<file path="src/common/ddrp_pkg.sv">
// How it works
// - DM high with write beat discards it
// - Per-rank ODT high enables, low disables termination
// - Termination covers DQ lanes, DQS, and DM or TDQS
// - Mode-register ODT disable makes ODT ignored
// - RAS/CAS/WE plus CS select the command
// - Reset low clears device regardless of CK
// - Read strobe edge-aligned; write strobe centred
// - x8 TDQS enable disables masking, terminates TDQS
// - x4 upper lanes and TDQS have no function
// - Data bus four bits x4, eight x8
// - Commands sampled on rising CK crossing
// - Rank with CS high ignores every command
// - Bank address picks mode register for op-code
package ddrp_pkg;
  // ------------------------------------------------------------
  // Sizes
  // ------------------------------------------------------------
  localparam int RANKS = 2;            // Two ranks, one CS and ODT each
  localparam int DQW   = 8;            // Full data width (x8)
  localparam int BAW   = 3;            // Bank address width
  localparam int AW    = 15;           // Address width, A14..A0
  localparam int COLW  = 3;            // Column bits kept per rank
  localparam int DEPTH = 8;            // Words stored per rank
  localparam int MRN   = 4;            // Mode registers per rank
  // ------------------------------------------------------------
  // Mode-register fields and lane masks
  // ------------------------------------------------------------
  localparam logic [1:0] MR_TERM_IDX = 2'h1;   // Register with ODT/TDQS
  localparam int MR_TDQS_BIT = 11;             // TDQS enable
  localparam int MR_RTT_B0   = 2;              // Termination value bits,
  localparam int MR_RTT_B1   = 6;              // all zero means disabled
  localparam int MR_RTT_B2   = 9;
  localparam logic [DQW-1:0] LANES_X8 = 8'hff; // Lanes live on x8
  localparam logic [DQW-1:0] LANES_X4 = 8'h0f; // Lanes live on x4
  localparam logic [DQW-1:0] LANES_NONE = 8'h00;
  localparam logic [1:0] FIFO_FULL = 2'h2;     // Two-entry read buffer
  // ------------------------------------------------------------
  // Timing (bench link clock is far slower than clk)
  // ------------------------------------------------------------
  localparam int CLK_NS = 100;                 // Core clock period
  localparam int CK_NS  = 800;                 // Bench CK period
  localparam int CLK_PER_CK = CK_NS / CLK_NS;  // Samples per CK
  // ------------------------------------------------------------
  // Types
  // ------------------------------------------------------------
  typedef enum logic [2:0] {
    CMD_LMR = 3'h0, CMD_REF = 3'h1, CMD_PRE = 3'h2, CMD_ACT = 3'h3,
    CMD_WR  = 3'h4, CMD_RD  = 3'h5, CMD_ZQ  = 3'h6, CMD_NOP = 3'h7
  } ddrp_cmd_t;
  typedef enum logic {OST_IDLE = 1'b0, OST_DATA = 1'b1} ddrp_ost_t;
  typedef struct packed {
    logic [RANKS-1:0] cs_n;             // Rank selects, active low
    logic             ras_n;
    logic             cas_n;
    logic             we_n;
    logic [BAW-1:0]   ba;
    logic [AW-1:0]    addr;
  } ddrp_ca_t;
  typedef struct packed {
    logic [DQW-1:0] dq;                 // Data in
    logic           dqs;                // Write strobe in
    logic           dm;                 // Data mask in
  } ddrp_dqin_t;
  typedef struct packed {
    logic [DQW-1:0] dq;                 // Read data out
    logic [DQW-1:0] dq_oe;              // Per-lane drive enable
    logic           dqs;                // Read strobe out
    logic           dqs_oe;             // Strobe drive enable
  } ddrp_dqout_t;
  typedef struct packed {
    logic [RANKS-1:0] rank_on;          // Termination active per rank
    logic [DQW-1:0]   lanes;            // Terminated DQ lanes
    logic             strobe;           // DQS/DQS# terminated
    logic             dm;               // DM terminated
    logic             tdqs;             // TDQS/TDQS# terminated
  } ddrp_term_t;
  typedef struct packed {
    logic             ck;
    ddrp_ca_t         ca;
    logic [RANKS-1:0] odt;
    logic             reset_n;
    logic             x8;
    ddrp_dqin_t       dqi;
  } ddrp_pins_t;
  typedef struct packed {
    ddrp_pins_t                          s1;      // Sync stage one
    ddrp_pins_t                          s2;      // Sync stage two
    logic                                ck_prev;
    logic                                dqs_prev;
    logic [RANKS-1:0][MRN-1:0][AW-1:0]   mr;
    logic [RANKS-1:0][DEPTH-1:0][DQW-1:0] mem;
    logic                                wr_pend;
    logic                                wr_rank;
    logic [COLW-1:0]                     wr_col;
    logic                                rd_pend;
    logic [DQW-1:0]                      rd_word;
    logic [1:0][DQW-1:0]                 fifo;
    logic                                wp;
    logic                                rp;
    logic [1:0]                          cnt;
    ddrp_ost_t                           ost;
    ddrp_dqout_t                         dqo;
    ddrp_term_t                          term;
  } ddrp_state_t;
endpackage : ddrp_pkg

</file>
<file path="src/logic/ddrp_rank_pair.sv">
`timescale 1ns/1ps
module ddrp_rank_pair (
  // Clock and reset
  input  wire logic                      clk,
  input  wire logic                      srst,
  // Link clock and command pins
  input  wire logic                      ck,
  input  wire ddrp_pkg::ddrp_ca_t        ca,
  input  wire logic [ddrp_pkg::RANKS-1:0] odt,
  input  wire logic                      reset_n,
  input  wire logic                      x8_sel,
  // Data pins
  input  wire ddrp_pkg::ddrp_dqin_t      dqi,
  output      ddrp_pkg::ddrp_dqout_t     dqo,
  // Termination state
  output      ddrp_pkg::ddrp_term_t      term
);
  import ddrp_pkg::*;

  // ------------------------------------------------------------
  // Helpers
  // ------------------------------------------------------------
  function automatic ddrp_cmd_t ddrp_decode(input ddrp_ca_t c);
    ddrp_decode = ddrp_cmd_t'({c.ras_n, c.cas_n, c.we_n});
  endfunction : ddrp_decode

  // All three value bits zero means termination switched off
  function automatic logic ddrp_odt_off(input logic [AW-1:0] m);
    ddrp_odt_off = ~(m[MR_RTT_B0] | m[MR_RTT_B1] | m[MR_RTT_B2]);
  endfunction : ddrp_odt_off

  // TDQS only exists on the x8 organisation
  function automatic logic ddrp_tdqs(input logic [AW-1:0] m,
                                     input logic x8);
    ddrp_tdqs = x8 & m[MR_TDQS_BIT];
  endfunction : ddrp_tdqs

  // ------------------------------------------------------------
  // State
  // ------------------------------------------------------------
  ddrp_state_t q;                       // Registered state
  ddrp_state_t n;                       // Next state
  ddrp_pins_t  pins_now;                // Raw pin bundle
  logic        ck_rise;                 // CK rising crossing seen
  logic        ck_fall;                 // CK falling crossing seen
  logic        dqs_rise;                // Write strobe rising edge
  logic        live;                    // Device out of reset
  logic        push;                    // Read word enters buffer
  logic        pop;                     // Read word leaves buffer

  assign pins_now = '{ck: ck, ca: ca, odt: odt, reset_n: reset_n,
                      x8: x8_sel, dqi: dqi};
  // Edges are taken only from the second sync stage
  assign ck_rise  = q.s2.ck & ~q.ck_prev;
  assign ck_fall  = ~q.s2.ck & q.ck_prev;
  assign dqs_rise = q.s2.dqi.dqs & ~q.dqs_prev;
  assign live     = q.s2.reset_n;

  // ------------------------------------------------------------
  // Next-state logic
  // ------------------------------------------------------------
  // One pass fills the whole next state; reset pin overrides last
  always_comb begin
    logic             any_on;
    logic             tdqs_on;
    logic             masked;
    logic [DQW-1:0]   word;
    ddrp_cmd_t        cmd;
    any_on  = 1'b0;
    tdqs_on = 1'b0;
    masked  = 1'b0;
    word    = '0;
    cmd     = ddrp_decode(q.s2.ca);
    push    = 1'b0;
    pop     = 1'b0;
    n          = q;
    n.s1       = pins_now;
    n.s2       = q.s1;
    n.ck_prev  = q.s2.ck;
    n.dqs_prev = q.s2.dqi.dqs;

    // Buffer fill: a pending read waits while both entries hold data
    if (q.rd_pend && (q.cnt != FIFO_FULL)) begin
      push            = 1'b1;
      n.fifo[q.wp]    = q.rd_word;
      n.wp            = ~q.wp;
      n.rd_pend       = 1'b0;
    end

    // Write beat captured at the centre of the bit by the strobe
    if (q.wr_pend && dqs_rise && !q.dqo.dqs_oe) begin
      masked = q.s2.dqi.dm &
               ~ddrp_tdqs(q.mr[q.wr_rank][MR_TERM_IDX], q.s2.x8);
      word   = q.mem[q.wr_rank][q.wr_col];
      if (q.s2.x8) begin
        word = q.s2.dqi.dq;
      end else begin
        word[3:0] = q.s2.dqi.dq[3:0];
      end
      if (!masked) begin
        n.mem[q.wr_rank][q.wr_col] = word;
      end
      n.wr_pend = 1'b0;
    end

    // Commands, taken per rank at the rising crossing
    if (ck_rise) begin
      for (int r = 0; r < RANKS; r++) begin
        if (!q.s2.ca.cs_n[r]) begin
          unique case (cmd)
            CMD_LMR: begin
              // Only four mode registers exist; BA2 high is ignored
              if (!q.s2.ca.ba[2]) begin
                n.mr[r][q.s2.ca.ba[1:0]] = q.s2.ca.addr;
              end
            end
            CMD_WR: begin
              n.wr_pend = 1'b1;
              n.wr_rank = r[0];
              n.wr_col  = q.s2.ca.addr[COLW-1:0];
            end
            CMD_RD: begin
              // A read behind a stalled one is dropped, not queued
              if (!q.rd_pend) begin
                n.rd_pend = 1'b1;
                n.rd_word = q.mem[r][q.s2.ca.addr[COLW-1:0]];
                if (!q.s2.x8) begin
                  n.rd_word[DQW-1:4] = 4'h0;
                end
              end
            end
            CMD_REF, CMD_PRE, CMD_ACT, CMD_ZQ, CMD_NOP: begin
              // No array timing is modelled for these
            end
          endcase
        end
      end

      // Termination follows each rank's own ODT pin
      for (int r = 0; r < RANKS; r++) begin
        n.term.rank_on[r] = q.s2.odt[r] &
            ~ddrp_odt_off(q.mr[r][MR_TERM_IDX]);
        any_on  = any_on | n.term.rank_on[r];
        tdqs_on = tdqs_on | (n.term.rank_on[r] &
                  ddrp_tdqs(q.mr[r][MR_TERM_IDX], q.s2.x8));
      end
      n.term.lanes  = any_on ? (q.s2.x8 ? LANES_X8 : LANES_X4)
                             : LANES_NONE;
      n.term.strobe = any_on;
      n.term.dm     = any_on & ~tdqs_on;
      n.term.tdqs   = tdqs_on;
    end

    // Read output: data and strobe change on the same CK crossing
    unique case (q.ost)
      OST_IDLE: begin
        if (ck_rise && (q.cnt != 2'h0)) begin
          pop          = 1'b1;
          n.dqo.dq     = q.fifo[q.rp];
          n.dqo.dq_oe  = q.s2.x8 ? LANES_X8 : LANES_X4;
          n.dqo.dqs    = 1'b1;
          n.dqo.dqs_oe = 1'b1;
          n.rp         = ~q.rp;
          n.ost        = OST_DATA;
        end
      end
      OST_DATA: begin
        if (ck_fall) begin
          n.dqo.dqs = 1'b0;
        end else if (ck_rise) begin
          if (q.cnt != 2'h0) begin
            pop         = 1'b1;
            n.dqo.dq    = q.fifo[q.rp];
            n.dqo.dqs   = 1'b1;
            n.rp        = ~q.rp;
          end else begin
            // Release the bus once the buffer has run dry
            n.dqo       = '0;
            n.ost       = OST_IDLE;
          end
        end
      end
    endcase
    n.cnt = 2'(q.cnt + {1'b0, push} - {1'b0, pop});

    // Reset pin works off clk alone, so a stopped CK cannot block it
    if (!live) begin
      n      = '0;
      n.s1   = pins_now;
      n.s2   = q.s1;
      n.ck_prev  = q.s2.ck;
      n.dqs_prev = q.s2.dqi.dqs;
    end
  end

  // ------------------------------------------------------------
  // Registers
  // ------------------------------------------------------------
  always_ff @(posedge clk) begin
    if (srst) begin
      q <= '0;
    end else begin
      q <= n;
    end
  end

  assign dqo  = q.dqo;
  assign term = q.term;

  // ------------------------------------------------------------
  // Checks
  // ------------------------------------------------------------
  mask_discard_a: assert property (@(posedge clk) disable iff (srst)
    (live && q.wr_pend && dqs_rise && !q.dqo.dqs_oe && q.s2.dqi.dm &&
     !ddrp_tdqs(q.mr[q.wr_rank][MR_TERM_IDX], q.s2.x8))
    |=> $stable(q.mem))
    else $error("masked write beat changed storage");

  odt_follow_a: assert property (@(posedge clk) disable iff (srst)
    (ck_rise && live && q.s2.odt[0] &&
     !ddrp_odt_off(q.mr[0][MR_TERM_IDX])) |=> q.term.rank_on[0])
    else $error("rank 0 termination not enabled by odt");

  term_lanes_a: assert property (@(posedge clk) disable iff (srst)
    (ck_rise && live && !q.s2.x8 && q.s2.odt[0] &&
     !ddrp_odt_off(q.mr[0][MR_TERM_IDX]))
    |=> (q.term.lanes == LANES_X4) && q.term.strobe)
    else $error("x4 termination lanes wrong");

  odt_ignore_a: assert property (@(posedge clk) disable iff (srst)
    (ck_rise && live && ddrp_odt_off(q.mr[1][MR_TERM_IDX]))
    |=> !q.term.rank_on[1])
    else $error("rank 1 terminated while disabled");

  cs_ignore_a: assert property (@(posedge clk) disable iff (srst)
    (ck_rise && live && (q.s2.ca.cs_n == 2'h3))
    |=> $stable(q.mr) && !$rose(q.wr_pend) && !$rose(q.rd_pend))
    else $error("command taken with no rank selected");

  mr_select_a: assert property (@(posedge clk) disable iff (srst)
    (ck_rise && live && (q.s2.ca.cs_n == 2'h2) && !q.s2.ca.ba[2] &&
     (ddrp_decode(q.s2.ca) == CMD_LMR))
    |=> q.mr[0][$past(q.s2.ca.ba[1:0])] == $past(q.s2.ca.addr))
    else $error("mode register load misdirected");

  reset_quiet_a: assert property (@(posedge clk) disable iff (srst)
    !live |=> !q.dqo.dqs_oe && (q.dqo.dq_oe == LANES_NONE) &&
              (q.term.rank_on == 2'h0) && !q.wr_pend)
    else $error("outputs active during reset");

  tdqs_write_a: assert property (@(posedge clk) disable iff (srst)
    (live && q.s2.x8 && q.wr_pend && dqs_rise && !q.dqo.dqs_oe &&
     q.mr[q.wr_rank][MR_TERM_IDX][MR_TDQS_BIT])
    |=> q.mem[$past(q.wr_rank)][$past(q.wr_col)] == $past(q.s2.dqi.dq))
    else $error("mask not disabled under tdqs");

  upper_dead_a: assert property (@(posedge clk) disable iff (srst)
    ($rose(q.dqo.dqs_oe) && !$past(q.s2.x8))
    |-> (q.dqo.dq_oe[7:4] == 4'h0) && (q.dqo.dq[7:4] == 4'h0))
    else $error("x4 drove upper lanes");

  edge_align_a: assert property (@(posedge clk) disable iff (srst)
    ($past(ck_rise) && q.dqo.dqs_oe && $past(q.dqo.dqs_oe) &&
     $past(q.cnt != 2'h0) && $past(q.ost == OST_DATA))
    |-> q.dqo.dqs && !$past(q.dqo.dqs))
    else $error("read data not edge aligned to strobe");

  ck_sample_a: assert property (@(posedge clk) disable iff (srst)
    $rose(q.wr_pend) |-> $past(ck_rise))
    else $error("command taken off the ck rising crossing");

  // Low ODT at a crossing switches rank 0 off, whatever the MR says
  odt_low_a: assert property (@(posedge clk) disable iff (srst)
    (ck_rise && live && !q.s2.odt[0]) |=> !q.term.rank_on[0])
    else $error("rank 0 terminated with odt low");

  // Rank 0 follows its own pin only; rank 1 ODT has no say
  odt_own_a: assert property (@(posedge clk) disable iff (srst)
    (ck_rise && live && !ddrp_odt_off(q.mr[0][MR_TERM_IDX]))
    |=> (q.term.rank_on[0] == $past(q.s2.odt[0])))
    else $error("rank 0 termination not set by its own odt");

  // Wide organisation terminates all eight lanes
  lanes_x8_a: assert property (@(posedge clk) disable iff (srst)
    (ck_rise && live && q.s2.x8 && q.s2.odt[0] &&
     !ddrp_odt_off(q.mr[0][MR_TERM_IDX])) |=> (q.term.lanes == LANES_X8))
    else $error("x8 termination lanes wrong");

  // With TDQS on, the mask ball stops terminating and TDQS takes over
  tdqs_term_a: assert property (@(posedge clk) disable iff (srst)
    (ck_rise && live && q.s2.odt[0] &&
     !ddrp_odt_off(q.mr[0][MR_TERM_IDX]) &&
     ddrp_tdqs(q.mr[0][MR_TERM_IDX], q.s2.x8))
    |=> q.term.tdqs && !q.term.dm)
    else $error("tdqs termination did not replace the mask ball");

  // A write code with rank 0 selected arms a beat for that column
  wr_take_a: assert property (@(posedge clk) disable iff (srst)
    (ck_rise && live && (q.s2.ca.cs_n == 2'h2) &&
     (ddrp_decode(q.s2.ca) == CMD_WR))
    |=> q.wr_pend && !q.wr_rank &&
        (q.wr_col == $past(q.s2.ca.addr[COLW-1:0])))
    else $error("write command not decoded");

  // Narrow writes never touch the upper half of a stored word
  x4_upper_a: assert property (@(posedge clk) disable iff (srst)
    (live && !q.s2.x8 && q.wr_pend && dqs_rise && !q.dqo.dqs_oe)
    |=> (q.mem[$past(q.wr_rank)][$past(q.wr_col)][7:4] ==
         $past(q.mem[q.wr_rank][q.wr_col][7:4])))
    else $error("x4 write changed upper data bits");

  // Reads are taken only at the rising crossing as well
  rd_sample_a: assert property (@(posedge clk) disable iff (srst)
    $rose(q.rd_pend) |-> $past(ck_rise))
    else $error("read taken off the ck rising crossing");

  // A driven strobe drops only on the falling crossing of CK
  dqs_fall_a: assert property (@(posedge clk) disable iff (srst)
    ($fell(q.dqo.dqs) && q.dqo.dqs_oe) |-> $past(ck_fall))
    else $error("read strobe fell off the ck falling crossing");

  // A mode load aimed past the four registers leaves them all alone
  lmr_refuse_a: assert property (@(posedge clk) disable iff (srst)
    (ck_rise && live && q.s2.ca.ba[2] && (ddrp_decode(q.s2.ca) == CMD_LMR))
    |=> $stable(q.mr))
    else $error("mode load with high bank bit was taken");

  // Reset pin wipes mode registers and storage, not only the outputs
  reset_clear_a: assert property (@(posedge clk) disable iff (srst)
    !live |=> (q.mr == '0) && (q.mem == '0))
    else $error("state survived the reset pin");

endmodule : ddrp_rank_pair

</file>
<file path="config.mk">
export PLATFORM = sky130hd
export DESIGN_NAME = ddrp_rank_pair
export DESIGN_NICKNAME = d
export VERILOG_FILES = /design/src/common/ddrp_pkg.sv /design/src/logic/ddrp_rank_pair.sv
export SDC_FILE = /design/constraint.sdc
export NUM_CORES = 1
export LEC_CHECK = 0
export BUFFER_PORTS_ARGS = -buffer_cell sky130_fd_sc_hd__buf_4
export CAP_MARGIN = 25
export CORE_ASPECT_RATIO = 2
export CORE_MARGIN = 2
export CORE_UTILIZATION = 51
export DETAILED_ROUTE_END_ITERATION = 16
export PLACE_DENSITY = 0.69
export SETUP_SLACK_MARGIN = 0.02
export SKIP_LAST_GASP = 1
export SLEW_MARGIN = 10
export SYNTH_ARGS = -nofsm -noshare
export SYNTH_HDL_FRONTEND = slang
export SYNTH_SLANG_ARGS = --single-unit
export TNS_END_PERCENT = 30
</file>
<file path="constraint.sdc">
create_clock -name clk -period 5.5 [get_ports clk]
set_input_delay 0 -clock clk [delete_from_list [all_inputs] [get_ports clk]]
set_output_delay 0 -clock clk [all_outputs]
set_load 0.1 [all_outputs]
</file>
# After elaboration in Yosys (flattened, before gate mapping)
# Cells that the tools add are included.
# Widths: inputs -> output; s select.
dict set report op_classes {
  muxes 63
  eq_ne 9
  bitwise 31
  magnitude_cmp 10
  reduce_logical 19
  add_sub_neg 2
}
# op n
set ops {}
lappend ops {{$mux 64} 3}
lappend ops {{$mux 129} 1}
lappend ops {{$bwmux 128} 1}
lappend ops {{$mux 128} 1}
lappend ops {{$bwmux 60} 2}
lappend ops {{$mux 8} 11}
lappend ops {{$bmux 8 s3} 3}
lappend ops {{$demux 64 s1} 1}
lappend ops {{$mux 27} 2}
lappend ops {{$mux 14} 3}
lappend ops {{$mux 19} 2}
lappend ops {{$pmux 19 s2} 1}
lappend ops {{$mux 9} 4}
lappend ops {{$demux 15 s2} 1}
lappend ops {{$demux 8 s3} 1}
lappend ops {{$mux 4} 5}
lappend ops {{$mux 17} 1}
lappend ops {{$bwmux 16} 1}
lappend ops {{$reduce_and 4->1} 4}
lappend ops {{$mux 15} 1}
lappend ops {{$mux 1} 13}
lappend ops {{$not 1->1} 13}
lappend ops {{$and 1x1->1} 12}
lappend ops {{$mux 5} 2}
lappend ops {{22 further kinds} 45}
dict set report word_totals {
  out_inout_bits 31
  reg_bits 392
  elab_cells 206
  inputBits 40
}

# Depth between registers and ports, before layout
dict set report logic_depth {
  ltp_word 15
  depth_mapped 10
  mapped_depth_nobuf 8
}

# Least setup slack after synthesis
# OpenSTA, ideal clock, no wires.
dict set report synth_path {
  kind {reg-to-reg}
  from {register q[315] (netlist bit)}
  to {register q[33] (netlist bit)}
  path_stages_with_launch 11
  synth_period_minus_slack_ns 2.026
  t_arrival_ns 1.899
  setup_ns 0.128
  t_required_ns 5.372
  path_buffers 2
  setup_slack_ns 3.474
  path_cell_list {dfxtp_1 -> nand2b_1 -> clkbuf_1 -> nor2_1 -> buf_1 -> ha_1 -> inv_1 -> ha_1 -> xor2_1 -> xnor2_1 -> nor2_1}
}
dict set report synth_between {
  elab_chain_cells 6
  word_cells_on_any_way 9
  classes_between {add/sub (1); mux (4); bitwise (3); reduce/logical (1)}
}
# item line_no
set synth_lines {}
lappend synth_lines {{start, declared} ddrp_rank_pair.sv:41} ;# ddrp_state_t q;
lappend synth_lines {{start signal, assigned} ddrp_rank_pair.sv:203} ;# q <= n;
lappend synth_lines {{$not 1->1} ddrp_rank_pair.sv:54} ;# assign ck_rise = q.s2.ck & ~q.ck_prev;
lappend synth_lines {{$and 1x1->1} ddrp_rank_pair.sv:54}
lappend synth_lines {{$mux 1 / $logic_and 1x1->1 (equally long branches)} {ddrp_rank_pair.sv:170, ddrp_rank_pair.sv:157}}
lappend synth_lines {{$mux 1 (on tied branches)} {ddrp_rank_pair.sv:168, ddrp_rank_pair.sv:157}}
lappend synth_lines {{$pmux 1 s2 *} ddrp_rank_pair.sv:155} ;# unique case (q.ost)
lappend synth_lines {{$sub 2x1->2 *} ddrp_rank_pair.sv:184} ;# n.cnt = 2'(q.cnt + {1'b0, push} - {1'b0, pop});
# Mark *: on every way between the ends. The rest lies on a longest branch, timed or not.
# A chain may end at the register's enable or synchronous reset.

# Worst setup path after layout
dict set report layout_path {
  from {register q[64] (netlist bit)}
  to {register q[156] (netlist bit)}
}
dict set report layout_between {
  elab_chain_cells 7
  word_cells_on_any_way 13
  classes_between {order compare (2); mux (5); bitwise (4); reduce/logical (2)}
}
# item line_no
set layout_lines {}
lappend layout_lines {{$mux 27 (not written as such) (2 in a row)} ddrp_rank_pair.sv:93} ;# ~ddrp_tdqs(q.mr[q.wr_rank][MR_TERM_IDX], q.s2.x8);
lappend layout_lines {{$and 1x1->1} ddrp_rank_pair.sv:35} ;# ddrp_tdqs = x8 & m[MR_TDQS_BIT];
lappend layout_lines {{$not 1->1} ddrp_rank_pair.sv:93}
lappend layout_lines {{$and 1x1->1} ddrp_rank_pair.sv:92} ;# masked = q.s2.dqi.dm &
lappend layout_lines {{$not 1->1 (no line)} -}
lappend layout_lines {{$reduce_and 2->1 (no line)} -}
# Parallel ways exist; a longest one is shown, timed or not. The select of a mux whose other input is x is not followed.

==> impl_metrics.env <==
export IMPL_clkTransAtPathRegs_ps=70
export IMPL_slowest_delay_ps=930
export IMPL_syn_nets=1100
export IMPL_synth_xor_area_share=0.00252
export IMPL_ys_async_sr_fraction=0
export IMPL_cp_cell_sequence="buf_4, nor3b_4, nand2_1, mux2i_1, nor2_1"
export IMPL_globalplace_congestion=0.850
export IMPL_dieArea_mm2=0.0217
export IMPL_start_util=0.514
export IMPL_synth_edf_count=0
export IMPL_cp_required_ps=5860
export IMPL_synth_cell_types=61
export IMPL_grt_overflow=0
export IMPL_holdPathEnd="q[384]$_SDFF_PP0_"
export IMPL_placed_area_mm2=0.0107
export IMPL_port_buffer_count=61
export IMPL_cp_arrival_ps=3510
export IMPL_synth_top_family_by_area="simple AND/OR/NAND/NOR gates"
export IMPL_synth_compound_area_frac=0.103
export IMPL_worstMarginPinSlew_ps=925
export IMPL_avgSynthCellArea_um2=9.85
export IMPL_num_vias=7695
export IMPL_clockRootBuffer="clkbuf_16"
export IMPL_maxSlewViolCount=0
export IMPL_antenna_cells=0
export IMPL_relSlewSlack=0.383
export IMPL_p_leak_nw=4.31
export IMPL_ys_seq_area_frac=0.476
export IMPL_drive_gt1_frac=0.167
export IMPL_synth_top_area_cell="dfxtp_1"
export IMPL_finalWirelength_mm=25.6
export IMPL_hold_violations=0
export IMPL_cpLargestDelayFamily="simple AND/OR/NAND/NOR gates"
export IMPL_cts_tree="done"
export IMPL_num_rows=74
export IMPL_synth_simple_area_share=0.181
export IMPL_clockBufferDepth=3
export IMPL_peakVddDrop_mv=0.266
export IMPL_cap_violations=0
export IMPL_synthMuxAreaShare=0.176
export IMPL_fin_nets=1126
export IMPL_status="complete, no violations"
export IMPL_yosys_warnings=0
export IMPL_die_h_um=206
export IMPL_synth_top_area_share=0.476
export IMPL_firstDrtPassIters=5
export IMPL_grt_pass1_vias=7671
export IMPL_hold_path_class="in -> reg"
export IMPL_postRouteAntennaNets=0
export IMPL_min_period_ps=3160
export IMPL_start_kind="flip-flop"
export IMPL_r2r_cells=5
export IMPL_drtIter0Drc=407
export IMPL_crit_path_top_delay_cell="dfxtp_1"
export IMPL_cp_depth=5
export IMPL_crit_type="reg -> reg"
export IMPL_whs_path_depth=3
export IMPL_synth_area_mm2=0.0104
export IMPL_cts_resized=0
export IMPL_synth_seq_cells=248
export IMPL_rr_endpoint="q[156]$_SDFFE_PP0P_"
export IMPL_die_width_um=105
export IMPL_grt_pass1_wl_mm=40.7
export IMPL_dp_hpwl_mm=17.0
export IMPL_cts_num_sinks=248
export IMPL_pin_count=71
export IMPL_power_mw=3.55
export IMPL_drc=0
export IMPL_critical_path_reg2reg_startpoint="q[64]$_SDFFE_PP0P_"
export IMPL_cts_htree_levels=1
export IMPL_synth_adder_area_share=0.00240
export IMPL_fin_area_mm2=0.0119
export IMPL_synth_top_flop_cell="dfxtp_1"
export IMPL_area_growth_pct=14.2
export IMPL_worstSkewPairLatency_ps=510
export IMPL_fin_tns_setup_ps=0
export IMPL_max_freq_mhz=317
export IMPL_fin_crit_sh=0.574
export IMPL_via_per_inst=5.64
export IMPL_cp_end_kind="flip-flop"
export IMPL_grt_start_max_net_pins=71
export IMPL_grt_usage=0.238
export IMPL_wl_per_cell_um=18.7
export IMPL_cp_max_fo=19
export IMPL_cts_inserted_buffers=21
export IMPL_coreArea_mm2=0.0203
export IMPL_fin_skew_ps=23.3
export IMPL_holdCritStartpoint="ca[16]"
export IMPL_power_density_mw_per_mm2=298
export IMPL_ff2ff_setup_slack_ps=2340
export IMPL_rsz0062_at_grt="false"
export IMPL_netlist_instances=1058
export IMPL_setup_violations=0
export IMPL_antenna_found_initial=0
export IMPL_synth_area_leaders="dfxtp_1 48%, mux2i_1 8.3%, mux4_2 7.8%, nand3_1 4.6%, nor2b_1 3.9%"
export IMPL_path_buf_inv=1
synth_stat cells (3+ instances only):
library cell	n
mux2i_1	86
o21a_1	3
o21ai_0	49
nor3_1	3
buf_1	10
mux2_2	14
a22oi_1	14
mux4_2	36
clkbuf_1	43
inv_1	3
nor2b_1	65
buf_2	24
nand2_1	99
a32o_1	4
dfxtp_1	248
nand2b_1	8
nand3b_1	6
a21oi_1	52
nand3_1	96
a31o_2	6
buf_4	34
and2_1	3
o21ai_1	6
buf_6	3
nor2_1	91
o22ai_1	5
worst reg2reg max path, delay by kind of cell (launching register included):
| family | cells | cell delay [ps] |
|---|---|---|
| simple gates | 3 | 1380 |
| mux | 1 | 310 |
| flops | 1 | 930 |
| buf+inv | 1 | 390 |
power breakdown:
part / internal (mW) / leakage (nW) / switching (mW)
sequential: 1.81 / 2.01 / 0.0166
clock: 0.921 / 0.368 / 0.688
combinational: 0.0594 / 1.94 / 0.0520
cells in the final DEF, fill, tap and decap left out, types with 46 or more instances in the layout:
master / count
a21oi_1: 52
buf_4: 70
dfxtp_1: 247
dlygate4sd3_1: 46
mux2i_1: 86
nand2_1: 99
nand3_1: 96
nor2_1: 91
nor2b_1: 64
o21ai_0: 49
sequential cells by signal (all words and copies together) (netlist names):
register / cells
q: 230
dqo: 11
term: 6
live: 1
kinds of logic after synthesis:
family,Yosys count
AO/OA/AOI/OAI,166
XOR/XNOR,3
adder cells (fa/ha/maj),2
buffers and inverters,117
flip-flops,248
multiplexers,136
AND/OR/NAND/NOR,386
final cells by class:
cell class / count / area [µm²]
fill: 1696 / 8370
sequential: 248 / 4970
timing repair buffer: 117 / 991
clock buffer: 27 / 598
tap: 266 / 333
multi-input combinational: 693 / 4850
clock inverter: 11 / 151
inverter: 3 / 11.3
worst max-delay path by stage:
stage,startpoint,endpoint,slack [ps]
final,q[64]$_SDFFE_PP0P_,q[156]$_SDFFE_PP0P_,2340
after detailed placement,q[64]$_SDFFE_PP0P_,q[187]$_SDFFE_PP0P_,2420
after CTS,q[64]$_SDFFE_PP0P_,q[187]$_SDFFE_PP0P_,2380
after global routing,q[64]$_SDFFE_PP0P_,q[187]$_SDFFE_PP0P_,2160
after floorplan,q[315]$_SDFF_PP0_,q[33]$_SDFF_PP0_,3470
after global placement,q[64]$_SDFFE_PP0P_,q[186]$_SDFFE_PP0P_,2440
timing repair:
action / in CTS / in global routing
hold endpoints to repair: 53 / 0
hold buffers: 46 / 0
setup buffers: 0 / 0
layer usage:
| metal | wire (µm) | GRT usage | vias up |
|---|---|---|---|
| li1 | - | - | 3719 |
| met1 | 9240 | 0.239 | 3733 |
| met2 | 14000 | 0.469 | 179 |
| met3 | 778 | 0.0237 | 64 |
| met4 | 1590 | 0.137 | 0 |
| met5 | 0 | 0 | - |
stage by stage:
| stage | setup slack, ps | util | cells | hold slack (ps) |
|---|---|---|---|---|
| global placement | 2440 | 0.527 | 1280 | 214 |
| global route | 2160 | 0.587 | 1365 | 283 |
| floorplan | 3470 | - | 1058 | 128 |
| detailed placement | 2420 | 0.527 | 1281 | 217 |
| finish | 2340 | 0.587 | 1365 | 257 |
| CTS | 2380 | 0.587 | 1365 | 251 |
Note: power is estimated with default switching activity, not from simulation.
